==> src/hw/nov_pkg.sv <==
// Package: constants, register map and codes of the residual overvoltage stage
package nov_pkg;
  // Clock and program cycle
  localparam int CLK_FREQ_HZ = 20_000_000;
  localparam int PROG_CYCLE_US = 5000;
  localparam int PROG_CYCLE_CLKS = PROG_CYCLE_US * (CLK_FREQ_HZ / 1_000_000);
  // Widths
  localparam int VW = 16;
  localparam int TW = 19;
  localparam int DW = 48;
  localparam int QF = 16;
  // Timing limits, in program-cycle steps of 5 ms
  localparam logic [TW-1:0] TIME_MAX_STEPS = 19'h57e40;
  // Register byte offsets
  localparam logic [7:0] OFS_CTRL = 8'h00;
  localparam logic [7:0] OFS_THRESH = 8'h04;
  localparam logic [7:0] OFS_DT_DELAY = 8'h08;
  localparam logic [7:0] OFS_DIAL = 8'h0c;
  localparam logic [7:0] OFS_EXPO = 8'h10;
  localparam logic [7:0] OFS_RELEASE = 8'h14;
  localparam logic [7:0] OFS_STATUS = 8'h18;
  localparam logic [7:0] OFS_RATIO = 8'h1c;
  localparam logic [7:0] OFS_EXPECTED = 8'h20;
  localparam logic [7:0] OFS_REMAIN = 8'h24;
  localparam logic [7:0] OFS_BLK_EVT = 8'h28;
  // Control register fields
  localparam int CTRL_DTYPE_LSB = 0;
  localparam int CTRL_DREL_LSB = 2;
  localparam int CTRL_TRST_LSB = 4;
  localparam int CTRL_CONT_LSB = 6;
  localparam int CTRL_MODE_LSB = 8;
  localparam int CTRL_SEL_LSB = 12;
  // Codes
  localparam logic [1:0] DTYPE_DT = 2'h1;
  localparam logic [1:0] DTYPE_IDMT = 2'h2;
  localparam logic [1:0] SEL_NO = 2'h1;
  localparam logic [1:0] SEL_YES = 2'h2;
  localparam logic [2:0] MODE_ON = 3'h1;
  localparam logic [2:0] MODE_BLOCKED = 3'h2;
  localparam logic [2:0] MODE_TEST = 3'h3;
  localparam logic [2:0] MODE_TEST_BLK = 3'h4;
  localparam logic [2:0] MODE_OFF = 3'h5;
  localparam logic [2:0] MSEL_AUTO = 3'h1;
  localparam logic [2:0] MSEL_CALC = 3'h2;
  localparam logic [2:0] MSEL_U3 = 3'h3;
  localparam logic [2:0] MSEL_U4 = 3'h4;
  localparam logic [1:0] SRC_NONE = 2'h0;
  localparam logic [1:0] SRC_CALC = 2'h1;
  localparam logic [1:0] SRC_U3 = 2'h2;
  localparam logic [1:0] SRC_U4 = 2'h3;
  localparam logic [1:0] FAULT_EARTH = 2'h1;
  // Reset values
  localparam logic [31:0] CTRL_RST = 32'h0000_1169;
  localparam logic [31:0] THRESH_RST = 32'h0000_0064;
  localparam logic [31:0] DT_DELAY_RST = 32'h0000_0008;
  localparam logic [31:0] DIAL_RST = 32'h0000_0005;
  localparam logic [31:0] EXPO_RST = 32'h0000_0064;
  localparam logic [31:0] RELEASE_RST = 32'h0000_000c;
  // Hysteresis, percent
  localparam logic [7:0] PCT_FULL = 8'h64;
  localparam logic [7:0] PCT_RELEASE = 8'h61;
  // Fixed-point helpers: 1/100 in Q16, and 5 ms steps per 0.01 s unit
  localparam logic [9:0] INV100_Q16 = 10'h28f;
  localparam logic [1:0] STEPS_PER_CS = 2'h2;
  localparam logic [4:0] EXP_INT_MAX = 5'h1e;
  localparam logic [1:0] RESP_OKAY = 2'h0;
  localparam logic [1:0] RESP_SLVERR = 2'h2;
  typedef enum logic [1:0] {
    CALC_IDLE = 2'b00,
    CALC_RATIO = 2'b01,
    CALC_TIME = 2'b10
  } calc_state_t;
endpackage

==> src/hw/nov_serial_div.sv <==
// Restoring serial divider, one quotient bit per clock
module nov_serial_div #(
  parameter int W = 48
) (
  // Clock and reset
  input wire logic clk_i,
  input wire logic rst_i,
  // Request
  input wire logic go_i,
  input wire logic [W-1:0] num_i,
  input wire logic [W-1:0] den_i,
  // Result
  output logic done_o,
  output logic [W-1:0] quot_o
);
  localparam logic [6:0] W_BITS = 7'(W);
  logic [W-1:0] rem_r;
  logic [W-1:0] num_r;
  logic [W-1:0] den_r;
  logic [6:0] cnt_r;
  logic busy_r;
  logic [W:0] trial;

  initial assert (W >= 2 && W <= 64) else $error("divider width out of range");

  assign trial = {rem_r, num_r[W-1]} - {1'b0, den_r};

  always_ff @(posedge clk_i or posedge rst_i) begin
    if (rst_i) begin
      rem_r <= '0;
      num_r <= '0;
      den_r <= '0;
      cnt_r <= '0;
      busy_r <= 1'b0;
      done_o <= 1'b0;
      quot_o <= '0;
    end else begin
      done_o <= 1'b0;
      if (go_i && !busy_r) begin
        rem_r <= '0;
        num_r <= num_i;
        den_r <= den_i;
        cnt_r <= W_BITS;
        busy_r <= 1'b1;
      end else if (busy_r) begin
        if (!trial[W]) begin
          rem_r <= trial[W-1:0];
        end else begin
          rem_r <= {rem_r[W-2:0], num_r[W-1]};
        end
        num_r <= {num_r[W-2:0], ~trial[W]};
        cnt_r <= cnt_r - 7'h01;
        if (cnt_r == 7'h01) begin
          busy_r <= 1'b0;
          done_o <= 1'b1;
          quot_o <= {num_r[W-2:0], ~trial[W]};
        end
      end
    end
  end
endmodule // nov_serial_div

==> src/hw/residual_overvoltage_block.sv <==
// Residual overvoltage stage: pick-up, blocking check, trip/release timing, AXI4-Lite registers
// Operation
// - Blocking input is sampled once per program cycle and used throughout.
// - Pick-up with blocking inactive raises START and starts delay evaluation.
// - Pick-up with blocking active raises BLOCKED only; no timing or trip.
// - Blocking during START drops START and runs release as on pick-up loss; here START stays held through release when delayed release is 2.
// - Instant operation trips in the same cycle as START.
// - Definite time trips after the set delay while pick-up holds.
// - Inverse time = dial / (ratio to the power of exponent minus one).
// - Delay type 1 definite, 2 inverse; definite after reset.
// - Definite delay in 5 ms steps, default 40 ms; zero means instant.
// - Dial in 0.01 s default 0.05 s; exponent default 1.00; inverse only.
// - Release delay in 5 ms steps, default 60 ms; START held meanwhile with delayed release.
// - Delayed release 1 no, 2 yes: START clears at once or after release.
// - Timer reset after release: counter clears only after full release time.
// - Continue during release keeps the operating counter advancing.
// - While counting during release, no trip unless pick-up returns.
// - Remaining time reported signed, in 5 ms steps.
// - Source code 0 none, 1 calculated, 2/3 dedicated; auto falls back.
// - Measured to threshold ratio reported in 0.01 resolution.
// - Expected operating time reported; inverse value follows the voltage.
// - Becoming blocked issues an event with voltage and fault type, plus indication.
// - Operating mode reported as 1 on to 5 off.
// - Pick-up above threshold, release below 97 percent of it.
//
// Chosen here: the register addresses and the AXI4-Lite slave port.
module residual_overvoltage_block
  import nov_pkg::*;
#(
  parameter int CYCLE_CLKS = PROG_CYCLE_CLKS
) (
  // Clock and reset
  input wire logic clk_i,
  input wire logic rst_i,
  // AXI4-Lite write address and data
  input wire logic awvalid_i,
  output logic awready_o,
  input wire logic [7:0] awaddr_i,
  input wire logic wvalid_i,
  output logic wready_o,
  input wire logic [31:0] wdata_i,
  input wire logic [3:0] wstrb_i,
  // AXI4-Lite write response
  output logic bvalid_o,
  input wire logic bready_i,
  output logic [1:0] bresp_o,
  // AXI4-Lite read
  input wire logic arvalid_i,
  output logic arready_o,
  input wire logic [7:0] araddr_i,
  output logic rvalid_o,
  input wire logic rready_i,
  output logic [31:0] rdata_o,
  output logic [1:0] rresp_o,
  // Measurement front end and blocking matrix
  input wire logic [VW-1:0] calc_volt_i,
  input wire logic [VW-1:0] u3_volt_i,
  input wire logic [VW-1:0] u4_volt_i,
  input wire logic u3_residual_mode_i,
  input wire logic u4_residual_mode_i,
  input wire logic ln_connected_i,
  input wire logic block_i,
  // Stage outputs
  output logic start_o,
  output logic trip_o,
  output logic blocked_o,
  output logic block_event_o,
  output logic block_display_o
);
  initial assert (CYCLE_CLKS >= 64) else $error("program cycle shorter than calculation");

  function automatic logic [31:0] strb_merge(input logic [31:0] old, input logic [31:0] nw,
                                             input logic [3:0] strb);
    logic [31:0] res;
    res = old;
    for (int i = 0; i < 4; i++) begin
      if (strb[i]) res[8*i +: 8] = nw[8*i +: 8];
    end
    return res;
  endfunction

  // Piecewise-linear log2 of a Q16 value at or above one
  function automatic logic [31:0] log2_q16(input logic [DW-1:0] x);
    logic [5:0] msb;
    logic [DW-1:0] sh;
    msb = 6'(QF);
    for (int i = QF; i < DW; i++) begin
      if (x[i]) msb = 6'(i);
    end
    sh = x << (6'(DW - 1) - msb);
    return {10'h000, msb - 6'(QF), sh[DW-2 -: QF]};
  endfunction

  // Piecewise-linear 2^y for Q16 y, saturating at the top
  function automatic logic [DW-1:0] exp2_q16(input logic [31:0] y);
    logic [DW-1:0] mant;
    mant = {31'h0, 1'b1, y[QF-1:0]};
    if (y[31:QF] > 16'(EXP_INT_MAX)) return {DW{1'b1}};
    return mant << y[20:QF];
  endfunction

  // Configuration registers
  logic [31:0] ctrl_r, thresh_r, dt_delay_r, dial_r, expo_r, release_r;
  // Bus state
  logic aw_hold_r, w_hold_r;
  logic [7:0] aw_addr_r;
  logic [31:0] w_data_r;
  logic [3:0] w_strb_r;
  // Stage state
  logic [$clog2(CYCLE_CLKS)-1:0] tick_cnt_r;
  logic tick_r;
  logic eval_r;
  logic blk_s_r;
  logic pickup_r;
  logic running_r;
  logic releasing_r;
  logic [TW-1:0] op_cnt_r, rel_cnt_r;
  logic [VW-1:0] meas_r;
  logic [1:0] src_r;
  logic [TW-1:0] idmt_steps_r;
  logic [31:0] ratio_r;
  logic [VW-1:0] blk_volt_r;
  calc_state_t calc_r;
  // Divider
  logic div_go;
  logic div_done;
  logic [DW-1:0] div_num, div_den, div_quot;

  logic [1:0] dtype, drel, trst, cont;
  logic [2:0] mode, msel;
  logic [TW-1:0] dt_steps, rel_steps, target;
  logic [VW-1:0] meas_sel;
  logic [1:0] src_sel;
  logic pick_now, eff, blk_eff, stage_off, instant, rel_done;
  logic [TW-1:0] op_inc, rel_inc;
  logic [DW-1:0] pw, pm1;

  assign dtype = ctrl_r[CTRL_DTYPE_LSB +: 2];
  assign drel = ctrl_r[CTRL_DREL_LSB +: 2];
  assign trst = ctrl_r[CTRL_TRST_LSB +: 2];
  assign cont = ctrl_r[CTRL_CONT_LSB +: 2];
  assign mode = ctrl_r[CTRL_MODE_LSB +: 3];
  assign msel = ctrl_r[CTRL_SEL_LSB +: 3];
  assign dt_steps = dt_delay_r[TW-1:0];
  assign rel_steps = release_r[TW-1:0];
  assign stage_off = (mode == MODE_OFF);
  assign instant = (dtype != DTYPE_IDMT) && (dt_steps == '0);
  assign target = (dtype == DTYPE_IDMT) ? idmt_steps_r : dt_steps;

  // Source selection with automatic fallback
  always_comb begin
    src_sel = SRC_NONE;
    meas_sel = '0;
    if (msel == MSEL_U3 && u3_residual_mode_i) begin
      src_sel = SRC_U3;
      meas_sel = u3_volt_i;
    end else if (msel == MSEL_U4 && u4_residual_mode_i) begin
      src_sel = SRC_U4;
      meas_sel = u4_volt_i;
    end else if (msel == MSEL_CALC || (msel == MSEL_AUTO && ln_connected_i)) begin
      src_sel = SRC_CALC;
      meas_sel = calc_volt_i;
    end
  end

  // Pick-up with 97 percent release level
  always_comb begin
    if (src_sel == SRC_NONE) begin
      pick_now = 1'b0;
    end else if (pickup_r) begin
      pick_now = (32'(meas_sel) * 32'(PCT_FULL)) >= (32'(thresh_r[VW-1:0]) * 32'(PCT_RELEASE));
    end else begin
      pick_now = meas_sel > thresh_r[VW-1:0];
    end
  end

  // Mode 2 and 4 force blocking; blocking held from the sampled value
  assign blk_eff = blk_s_r || mode == MODE_BLOCKED || mode == MODE_TEST_BLK;
  assign eff = pickup_r && !blk_eff && !stage_off;
  assign op_inc = (op_cnt_r < TIME_MAX_STEPS) ? op_cnt_r + 19'h1 : op_cnt_r;
  assign rel_inc = rel_cnt_r + 19'h1;
  assign rel_done = rel_cnt_r >= rel_steps;

  // Program-cycle tick; blocking sampled at its start
  always_ff @(posedge clk_i or posedge rst_i) begin
    if (rst_i) begin
      tick_cnt_r <= '0;
      tick_r <= 1'b0;
      eval_r <= 1'b0;
    end else begin
      // Evaluate one clock after sampling, on the settled snapshot
      eval_r <= tick_r;
      tick_r <= 1'b0;
      if (tick_cnt_r == ($clog2(CYCLE_CLKS))'(CYCLE_CLKS - 1)) begin
        tick_cnt_r <= '0;
        tick_r <= 1'b1;
      end else begin
        tick_cnt_r <= tick_cnt_r + 1'b1;
      end
    end
  end

  // Input sampling: the stage then works on one coherent snapshot
  always_ff @(posedge clk_i or posedge rst_i) begin
    if (rst_i) begin
      blk_s_r <= 1'b0;
      pickup_r <= 1'b0;
      meas_r <= '0;
      src_r <= SRC_NONE;
    end else if (tick_r) begin
      blk_s_r <= block_i;
      pickup_r <= pick_now;
      meas_r <= meas_sel;
      src_r <= src_sel;
    end
  end

  // Trip and release timing
  always_ff @(posedge clk_i or posedge rst_i) begin
    if (rst_i) begin
      running_r <= 1'b0;
      releasing_r <= 1'b0;
      op_cnt_r <= '0;
      rel_cnt_r <= '0;
      start_o <= 1'b0;
      trip_o <= 1'b0;
      blocked_o <= 1'b0;
    end else if (eval_r) begin
      blocked_o <= pickup_r && blk_eff && !stage_off && !running_r;
      if (eff) begin
        running_r <= 1'b1;
        releasing_r <= 1'b0;
        rel_cnt_r <= '0;
        start_o <= 1'b1;
        if (instant) begin
          trip_o <= 1'b1;
        end else begin
          op_cnt_r <= op_inc;
          trip_o <= op_cnt_r >= target;
        end
      end else if (running_r) begin
        trip_o <= 1'b0;
        if (trst != SEL_YES && cont != SEL_YES) op_cnt_r <= '0;
        else if (cont == SEL_YES) op_cnt_r <= op_inc;
        if (rel_done || stage_off) begin
          running_r <= 1'b0;
          releasing_r <= 1'b0;
          rel_cnt_r <= '0;
          start_o <= 1'b0;
          op_cnt_r <= '0;
        end else begin
          releasing_r <= 1'b1;
          rel_cnt_r <= rel_inc;
          start_o <= (drel == SEL_YES);
        end
      end else begin
        start_o <= 1'b0;
        trip_o <= 1'b0;
      end
    end
  end

  // Block event: one pulse per new blocked state, with captured voltage
  always_ff @(posedge clk_i or posedge rst_i) begin
    if (rst_i) begin
      block_event_o <= 1'b0;
      block_display_o <= 1'b0;
      blk_volt_r <= '0;
    end else begin
      block_event_o <= 1'b0;
      if (pickup_r && blk_eff && !stage_off && !running_r && eval_r && !blocked_o) begin
        block_event_o <= 1'b1;
        block_display_o <= 1'b1;
        blk_volt_r <= meas_r;
      end else if (!blocked_o && !block_event_o) begin
        block_display_o <= 1'b0;
      end
    end
  end

  // Ratio and inverse time, recomputed every program cycle
  assign pw = exp2_q16(32'((48'(log2_q16(div_quot)) * 48'(expo_r[11:0]) * 48'(INV100_Q16)) >> QF));
  assign pm1 = pw - (48'h1 << QF);
  assign div_go = (calc_r == CALC_IDLE && tick_r && thresh_r[VW-1:0] != '0) ||
                  (calc_r == CALC_RATIO && div_done && div_quot > (48'h1 << QF) && pm1 != '0);
  assign div_num = (calc_r == CALC_IDLE) ? (48'(meas_sel) << QF) :
                   ((48'(dial_r[12:0]) * 48'(STEPS_PER_CS)) << QF);
  assign div_den = (calc_r == CALC_IDLE) ? 48'(thresh_r[VW-1:0]) : pm1;

  always_ff @(posedge clk_i or posedge rst_i) begin
    if (rst_i) begin
      calc_r <= CALC_IDLE;
      ratio_r <= '0;
      idmt_steps_r <= TIME_MAX_STEPS;
    end else begin
      case (calc_r)
        CALC_IDLE: begin
          if (div_go) calc_r <= CALC_RATIO;
        end
        CALC_RATIO: begin
          if (div_done) begin
            ratio_r <= 32'((div_quot * 48'(PCT_FULL)) >> QF);
            if (div_go) begin
              calc_r <= CALC_TIME;
            end else begin
              idmt_steps_r <= TIME_MAX_STEPS;
              calc_r <= CALC_IDLE;
            end
          end
        end
        CALC_TIME: begin
          if (div_done) begin
            idmt_steps_r <= (div_quot > 48'(TIME_MAX_STEPS)) ? TIME_MAX_STEPS :
                            ((div_quot == '0) ? 19'h1 : div_quot[TW-1:0]);
            calc_r <= CALC_IDLE;
          end
        end
        default: calc_r <= CALC_IDLE;
      endcase
    end
  end

  nov_serial_div #(.W(DW)) u_div (
    .clk_i(clk_i),
    .rst_i(rst_i),
    .go_i(div_go),
    .num_i(div_num),
    .den_i(div_den),
    .done_o(div_done),
    .quot_o(div_quot)
  );

  // AXI4-Lite write side; address and data taken in either order
  always_ff @(posedge clk_i or posedge rst_i) begin
    if (rst_i) begin
      awready_o <= 1'b1;
      wready_o <= 1'b1;
      aw_hold_r <= 1'b0;
      w_hold_r <= 1'b0;
      aw_addr_r <= '0;
      w_data_r <= '0;
      w_strb_r <= '0;
      bvalid_o <= 1'b0;
      bresp_o <= RESP_OKAY;
      ctrl_r <= CTRL_RST;
      thresh_r <= THRESH_RST;
      dt_delay_r <= DT_DELAY_RST;
      dial_r <= DIAL_RST;
      expo_r <= EXPO_RST;
      release_r <= RELEASE_RST;
    end else begin
      if (awvalid_i && awready_o) begin
        aw_hold_r <= 1'b1;
        aw_addr_r <= awaddr_i;
        awready_o <= 1'b0;
      end
      if (wvalid_i && wready_o) begin
        w_hold_r <= 1'b1;
        w_data_r <= wdata_i;
        w_strb_r <= wstrb_i;
        wready_o <= 1'b0;
      end
      if (aw_hold_r && w_hold_r && !bvalid_o) begin
        aw_hold_r <= 1'b0;
        w_hold_r <= 1'b0;
        bvalid_o <= 1'b1;
        bresp_o <= RESP_OKAY;
        if (aw_addr_r == OFS_CTRL) begin
          ctrl_r <= strb_merge(ctrl_r, w_data_r, w_strb_r);
        end else if (aw_addr_r == OFS_THRESH) begin
          thresh_r <= strb_merge(thresh_r, w_data_r, w_strb_r);
        end else if (aw_addr_r == OFS_DT_DELAY) begin
          dt_delay_r <= strb_merge(dt_delay_r, w_data_r, w_strb_r);
        end else if (aw_addr_r == OFS_DIAL) begin
          dial_r <= strb_merge(dial_r, w_data_r, w_strb_r);
        end else if (aw_addr_r == OFS_EXPO) begin
          expo_r <= strb_merge(expo_r, w_data_r, w_strb_r);
        end else if (aw_addr_r == OFS_RELEASE) begin
          release_r <= strb_merge(release_r, w_data_r, w_strb_r);
        end else begin
          bresp_o <= RESP_SLVERR;
        end
      end
      if (bvalid_o && bready_i) begin
        bvalid_o <= 1'b0;
        awready_o <= 1'b1;
        wready_o <= 1'b1;
      end
    end
  end

  // AXI4-Lite read side
  always_ff @(posedge clk_i or posedge rst_i) begin
    if (rst_i) begin
      arready_o <= 1'b1;
      rvalid_o <= 1'b0;
      rdata_o <= '0;
      rresp_o <= RESP_OKAY;
    end else if (arvalid_i && arready_o) begin
      arready_o <= 1'b0;
      rvalid_o <= 1'b1;
      rresp_o <= RESP_OKAY;
      rdata_o <= '0;
      if (araddr_i == OFS_CTRL) begin
        rdata_o <= ctrl_r;
      end else if (araddr_i == OFS_THRESH) begin
        rdata_o <= thresh_r;
      end else if (araddr_i == OFS_DT_DELAY) begin
        rdata_o <= dt_delay_r;
      end else if (araddr_i == OFS_DIAL) begin
        rdata_o <= dial_r;
      end else if (araddr_i == OFS_EXPO) begin
        rdata_o <= expo_r;
      end else if (araddr_i == OFS_RELEASE) begin
        rdata_o <= release_r;
      end else if (araddr_i == OFS_STATUS) begin
        rdata_o <= {22'h0, mode, src_r, releasing_r, pickup_r, blocked_o, trip_o, start_o};
      end else if (araddr_i == OFS_RATIO) begin
        rdata_o <= ratio_r;
      end else if (araddr_i == OFS_EXPECTED) begin
        rdata_o <= {13'h0, instant ? 19'h0 : target};
      end else if (araddr_i == OFS_REMAIN) begin
        rdata_o <= running_r ? 32'($signed({1'b0, target}) - $signed({1'b0, op_cnt_r})) : '0;
      end else if (araddr_i == OFS_BLK_EVT) begin
        rdata_o <= {14'h0, FAULT_EARTH, blk_volt_r};
      end else begin
        rresp_o <= RESP_SLVERR;
      end
    end else if (rvalid_o && rready_i) begin
      rvalid_o <= 1'b0;
      arready_o <= 1'b1;
    end
  end
endmodule // residual_overvoltage_block

==> config.mk <==
export PLATFORM = sky130hd
export DESIGN_NAME = residual_overvoltage_block
export DESIGN_NICKNAME = d
export VERILOG_FILES = /design/src/hw/nov_pkg.sv /design/src/hw/nov_serial_div.sv /design/src/hw/residual_overvoltage_block.sv
export SDC_FILE = /design/constraint.sdc
export NUM_CORES = 2
export LEC_CHECK = 0
export ABC_AREA = 0
export BUFFER_PORTS_ARGS = -buffer_cell sky130_fd_sc_hd__buf_2
export CAP_MARGIN = 20
export CELL_PAD_IN_SITES_DETAIL_PLACEMENT = 1
export CELL_PAD_IN_SITES_GLOBAL_PLACEMENT = 1
export CORE_ASPECT_RATIO = 0.5
export CORE_MARGIN = 4
export CORE_UTILIZATION = 55
export CTS_CLUSTER_SIZE = 8
export DETAILED_ROUTE_END_ITERATION = 10
export PLACE_DENSITY_LB_ADDON = 0.05
export SYNTH_ARGS = -nofsm -noshare
export SYNTH_HDL_FRONTEND = slang
export SYNTH_HIERARCHICAL = 1
export SYNTH_SLANG_ARGS = --single-unit
==> constraint.sdc <==
create_clock -name clk_i -period 36.1 [get_ports clk_i]
set_input_delay 7.22 -clock clk_i [delete_from_list [all_inputs] [get_ports clk_i]]
set_output_delay 7.22 -clock clk_i [all_outputs]
set_load 0.05 [all_outputs]
==> flow_summary_export.csv <==
group,metric,value,unit
run_status,outcome,"complete, no violations",
cts,postCtsSetupBuffers,0,
sta,tns,0,ns
synth,ys_seq_area_share,26.1,%
setup_path,ff2ff_path_depth,74,
grt,grt_usage,38.7,%
sta,relSlewSlack,11.1,%
setup_path,crit_fanout,58,
cts,htree_levels,3,
synth,synth_mux_area_share,8.22,%
synth,yosys.area_share.simple,13.7,%
cts,cts_root_buf,"clkbuf_16",
cts,clockBufferDepth,3,
routing,ant_nets,0,
cts,clock_latency,0.72,ns
setup_path,crit_required,36.70,ns
cts,clock-sinks,631,
synth,synth_ff_type,"dfrtp_1",
cts,cts.clk_slew.worst_paths,0.05,ns
setup_path,crit_family,"compound AO/OA/AOI/OAI gates",
power_and_ir_drop,p_leak,0.0331,uW
routing,detail_route.wl_per_cell,27.8,um
synth,synth.distinct_cells,112,
setup_path,r2r-end,"u_div/den_r[14]",
routing,num_vias,53400,
synth,synth_top_family_by_area,"adder cells",
grt,grt_pass1_wl,347000,um
setup_path,r2r_slack,12.95,ns
sta,setup_viol,0,
placement,numPortBuffers,154,
setup_path,worstSetupStartpointType,"flip-flop",
synth,async_reset_ff_share,100,%
setup_path,critPathKind,"flip-flop to flip-flop",
synth,synth_fa_ha_area_share,25.8,%
synth,synth-xor-area-share,3.11,%
floorplan,start_util,55.9,%
placement,gp_congestion,1.02,
sta,rsz0062_at_grt,"false",
sta,min_period,23.15,ns
synth,syn_avg_cell_area,9.09,um2
setup_path,r2r-start,"u_div/quot_o[18]",
hold_path,min_path_type,"flip-flop to flip-flop",
grt,antenna_found_initial,12,
setup_path,startpoint,"u_div/quot_o[18]",
setup_path,endpoint_kind,"flip-flop",
setup_path,critPathMostFrequentCell,"inv_1",
routing,routed_wl,230000,um
placement,dp_hpwl,173000,um
synth,synth_compound_area_share,15.4,%
grt,grt_pass1_vias,57400,
finish,nets,7913,
setup_path,cpMaxStageDelayCell,"a2111oi_0",
synth,synthCells,6664,
setup_path,max_stage_delay,0.91,ns
routing,remaining_drc_errors,0,
sta,whs,0.479,ns
finish,fill_cells,12400,
synth,synth_area,60600,um2
sta,clock_skew,0.0826,ns
sta,period_share,64.1,%
routing,dr.first_iter.drc_count,5116,
synth,synth_edf_count,0,
floorplan,core_area,108000,um2
synth,ys_warn_count,6,
cts,tritoncts,"built",
setup_path,crit_arrival,23.75,ns
routing,via_per_inst,6.44,
floorplan,boundaryPins,157,
sta,worstMarginPinSlew,1.32,ns
setup_path,path_depth,74,
sta,timing.fmax,43.2,MHz
setup_path,endpoint,"u_div/den_r[14]",
floorplan,fp.dieArea,116000,um2
grt,grt_max_degree,181,
cts,cts_buffers,90,
routing,drtPass1Iterations,8,
setup_path,path_buf_inv,12,
power_and_ir_drop,p_per_area,66.1,nW/um2
grt,grt_overflow_total,0,
sta,finalMaxSlewViolations,0,
floorplan,die_w,477,um
cts,cts_resized,0,
power_and_ir_drop,peakVddDrop,0.109,mV
synth,synth.ff_latch_count,631,
finish,area_delta_synth_final,9.06,%
cts,cts_hold_buf,0,
floorplan,die_h,243,um
floorplan,placementRows,85,
finish,drive_gt1_share,12.6,%
flow_run,maxCapViolCount,0,
sta,hold_viol,0,
-- Yosys cell counts, drive strengths merged, types with 135 or more instances --
| library cell | instances | share of area, % |
|---|---|---|
| nand2 | 640 | 4.0 |
| nand3 | 187 | 1.6 |
| ha | 657 | 14 |
| clkbuf | 223 | 1.4 |
| o21ai | 436 | 3.7 |
| mux2 | 332 | 6.2 |
| dfrtp | 602 | 25 |
| nor2 | 280 | 1.8 |
| inv | 906 | 5.6 |
| nor3 | 135 | 1.2 |
| fa | 371 | 12 |
| a21oi | 333 | 2.8 |
-- worst reg2reg max path: cells and delay by family, from the launching register on --
kind            cells  cell delay (ns)
buf+inv            12             1.77
flops               1             0.46
mux                 1             0.40
simple gates       16             5.67
xor+xnor            2             1.07
compound gates     30             7.85
fa+ha+maj          13             5.86
-- kinds of logic (layout without fill, tap and decap cells) --
| group | after synthesis | in the layout |
|---|---|---|
| flip-flops | 631 | 631 |
| multiplexers | 456 | 456 |
| buffers and inverters | 1197 | 1326 |
| XOR/XNOR | 212 | 212 |
| adder cells (fa/ha/maj) | 1028 | 1028 |
| other | 2 | 54 |
| AND/OR/NAND/NOR | 1722 | 1722 |
| AO/OA/AOI/OAI | 1416 | 1416 |
-- worst min path at each step --
stage	startpoint	end	slack, ns	cells after the start
final	tick_cnt_r[4]	tick_cnt_r[4]	0.48	1
after CTS	tick_cnt_r[4]	tick_cnt_r[4]	0.48	1
after global placement	bresp_o[1]	bresp_o[1]	0.46	2
after global routing	tick_cnt_r[4]	tick_cnt_r[4]	0.49	1
after floorplan	tick_r	eval_r	0.41	0
after detailed placement	tick_cnt_r[4]	tick_cnt_r[4]	0.47	1
-- final cells by class --
cell class | count | area [um2] | share of cell area [%]
Tap cell | 1435 | 1800 | 2.72
Inverter | 906 | 3420 | 5.17
Multi-Input combinational cell | 4880 | 40500 | 61.4
Clock buffer | 144 | 2470 | 3.75
Sequential cell | 631 | 15800 | 24.0
Clock inverter | 11 | 230 | 0.348
Antenna cell | 8 | 20.0 | 0.0303
Timing Repair Buffer | 265 | 1750 | 2.65
-- registers in the layout, indices dropped and copies added (netlist names), 48 cells and up --
register and flops:
u_div/rem_r 48, u_div/num_r 48, u_div/quot_o 48, u_div/den_r 48
-- per-stage QoR --
stage | util (%) | total power, uW | cell area, um2 | worst slack (ns) | std cells
after global routing | 60.9 | 4610 | 66000 | 11.69 | 8272
final | 61.0 | 4370 | 66100 | 12.95 | 8280
after detailed placement | 58.2 | 3420 | 63100 | 13.22 | 8100
after CTS | 60.7 | 4280 | 65800 | 13.15 | 8255
after global placement | 58.2 | 3350 | 63100 | 13.95 | 8098
after floorplan | - | 2700 | 60700 | 16.95 | 6708
-- power by group --
group	total (uW)	switching [uW]	internal (uW)
combinational	2540	1710	832
clock	833	361	472
sequential	994	176	818
-- metal layers --
metal  wire, um  GRT usage [%]  vias to the layer above
met5        119              0                        -
met4       8480           12.6                        4
met3      23200           11.7                      527
met2     102000           60.0                     2338
met1      96400           51.9                    27300
li1           -              -                    23200
-- cell usage in the layout, fill, tap and decap left out, drive strengths merged, types with 82 or more instances in the layout --
cell type	netlist	routed
a21o	94	94
a21oi	333	333
and2	82	82
buf	68	260
clkbuf	223	149
dfrtp	602	602
fa	371	371
ha	657	657
inv	906	906
mux2	332	332
mux2i	124	124
nand2	640	640
nand2b	93	93
nand3	187	187
nor2	280	280
nor3	135	135
o21ai	436	436
xnor2	127	127
xor2	85	85
No activity file was read; power rests on OpenSTA's default activity.
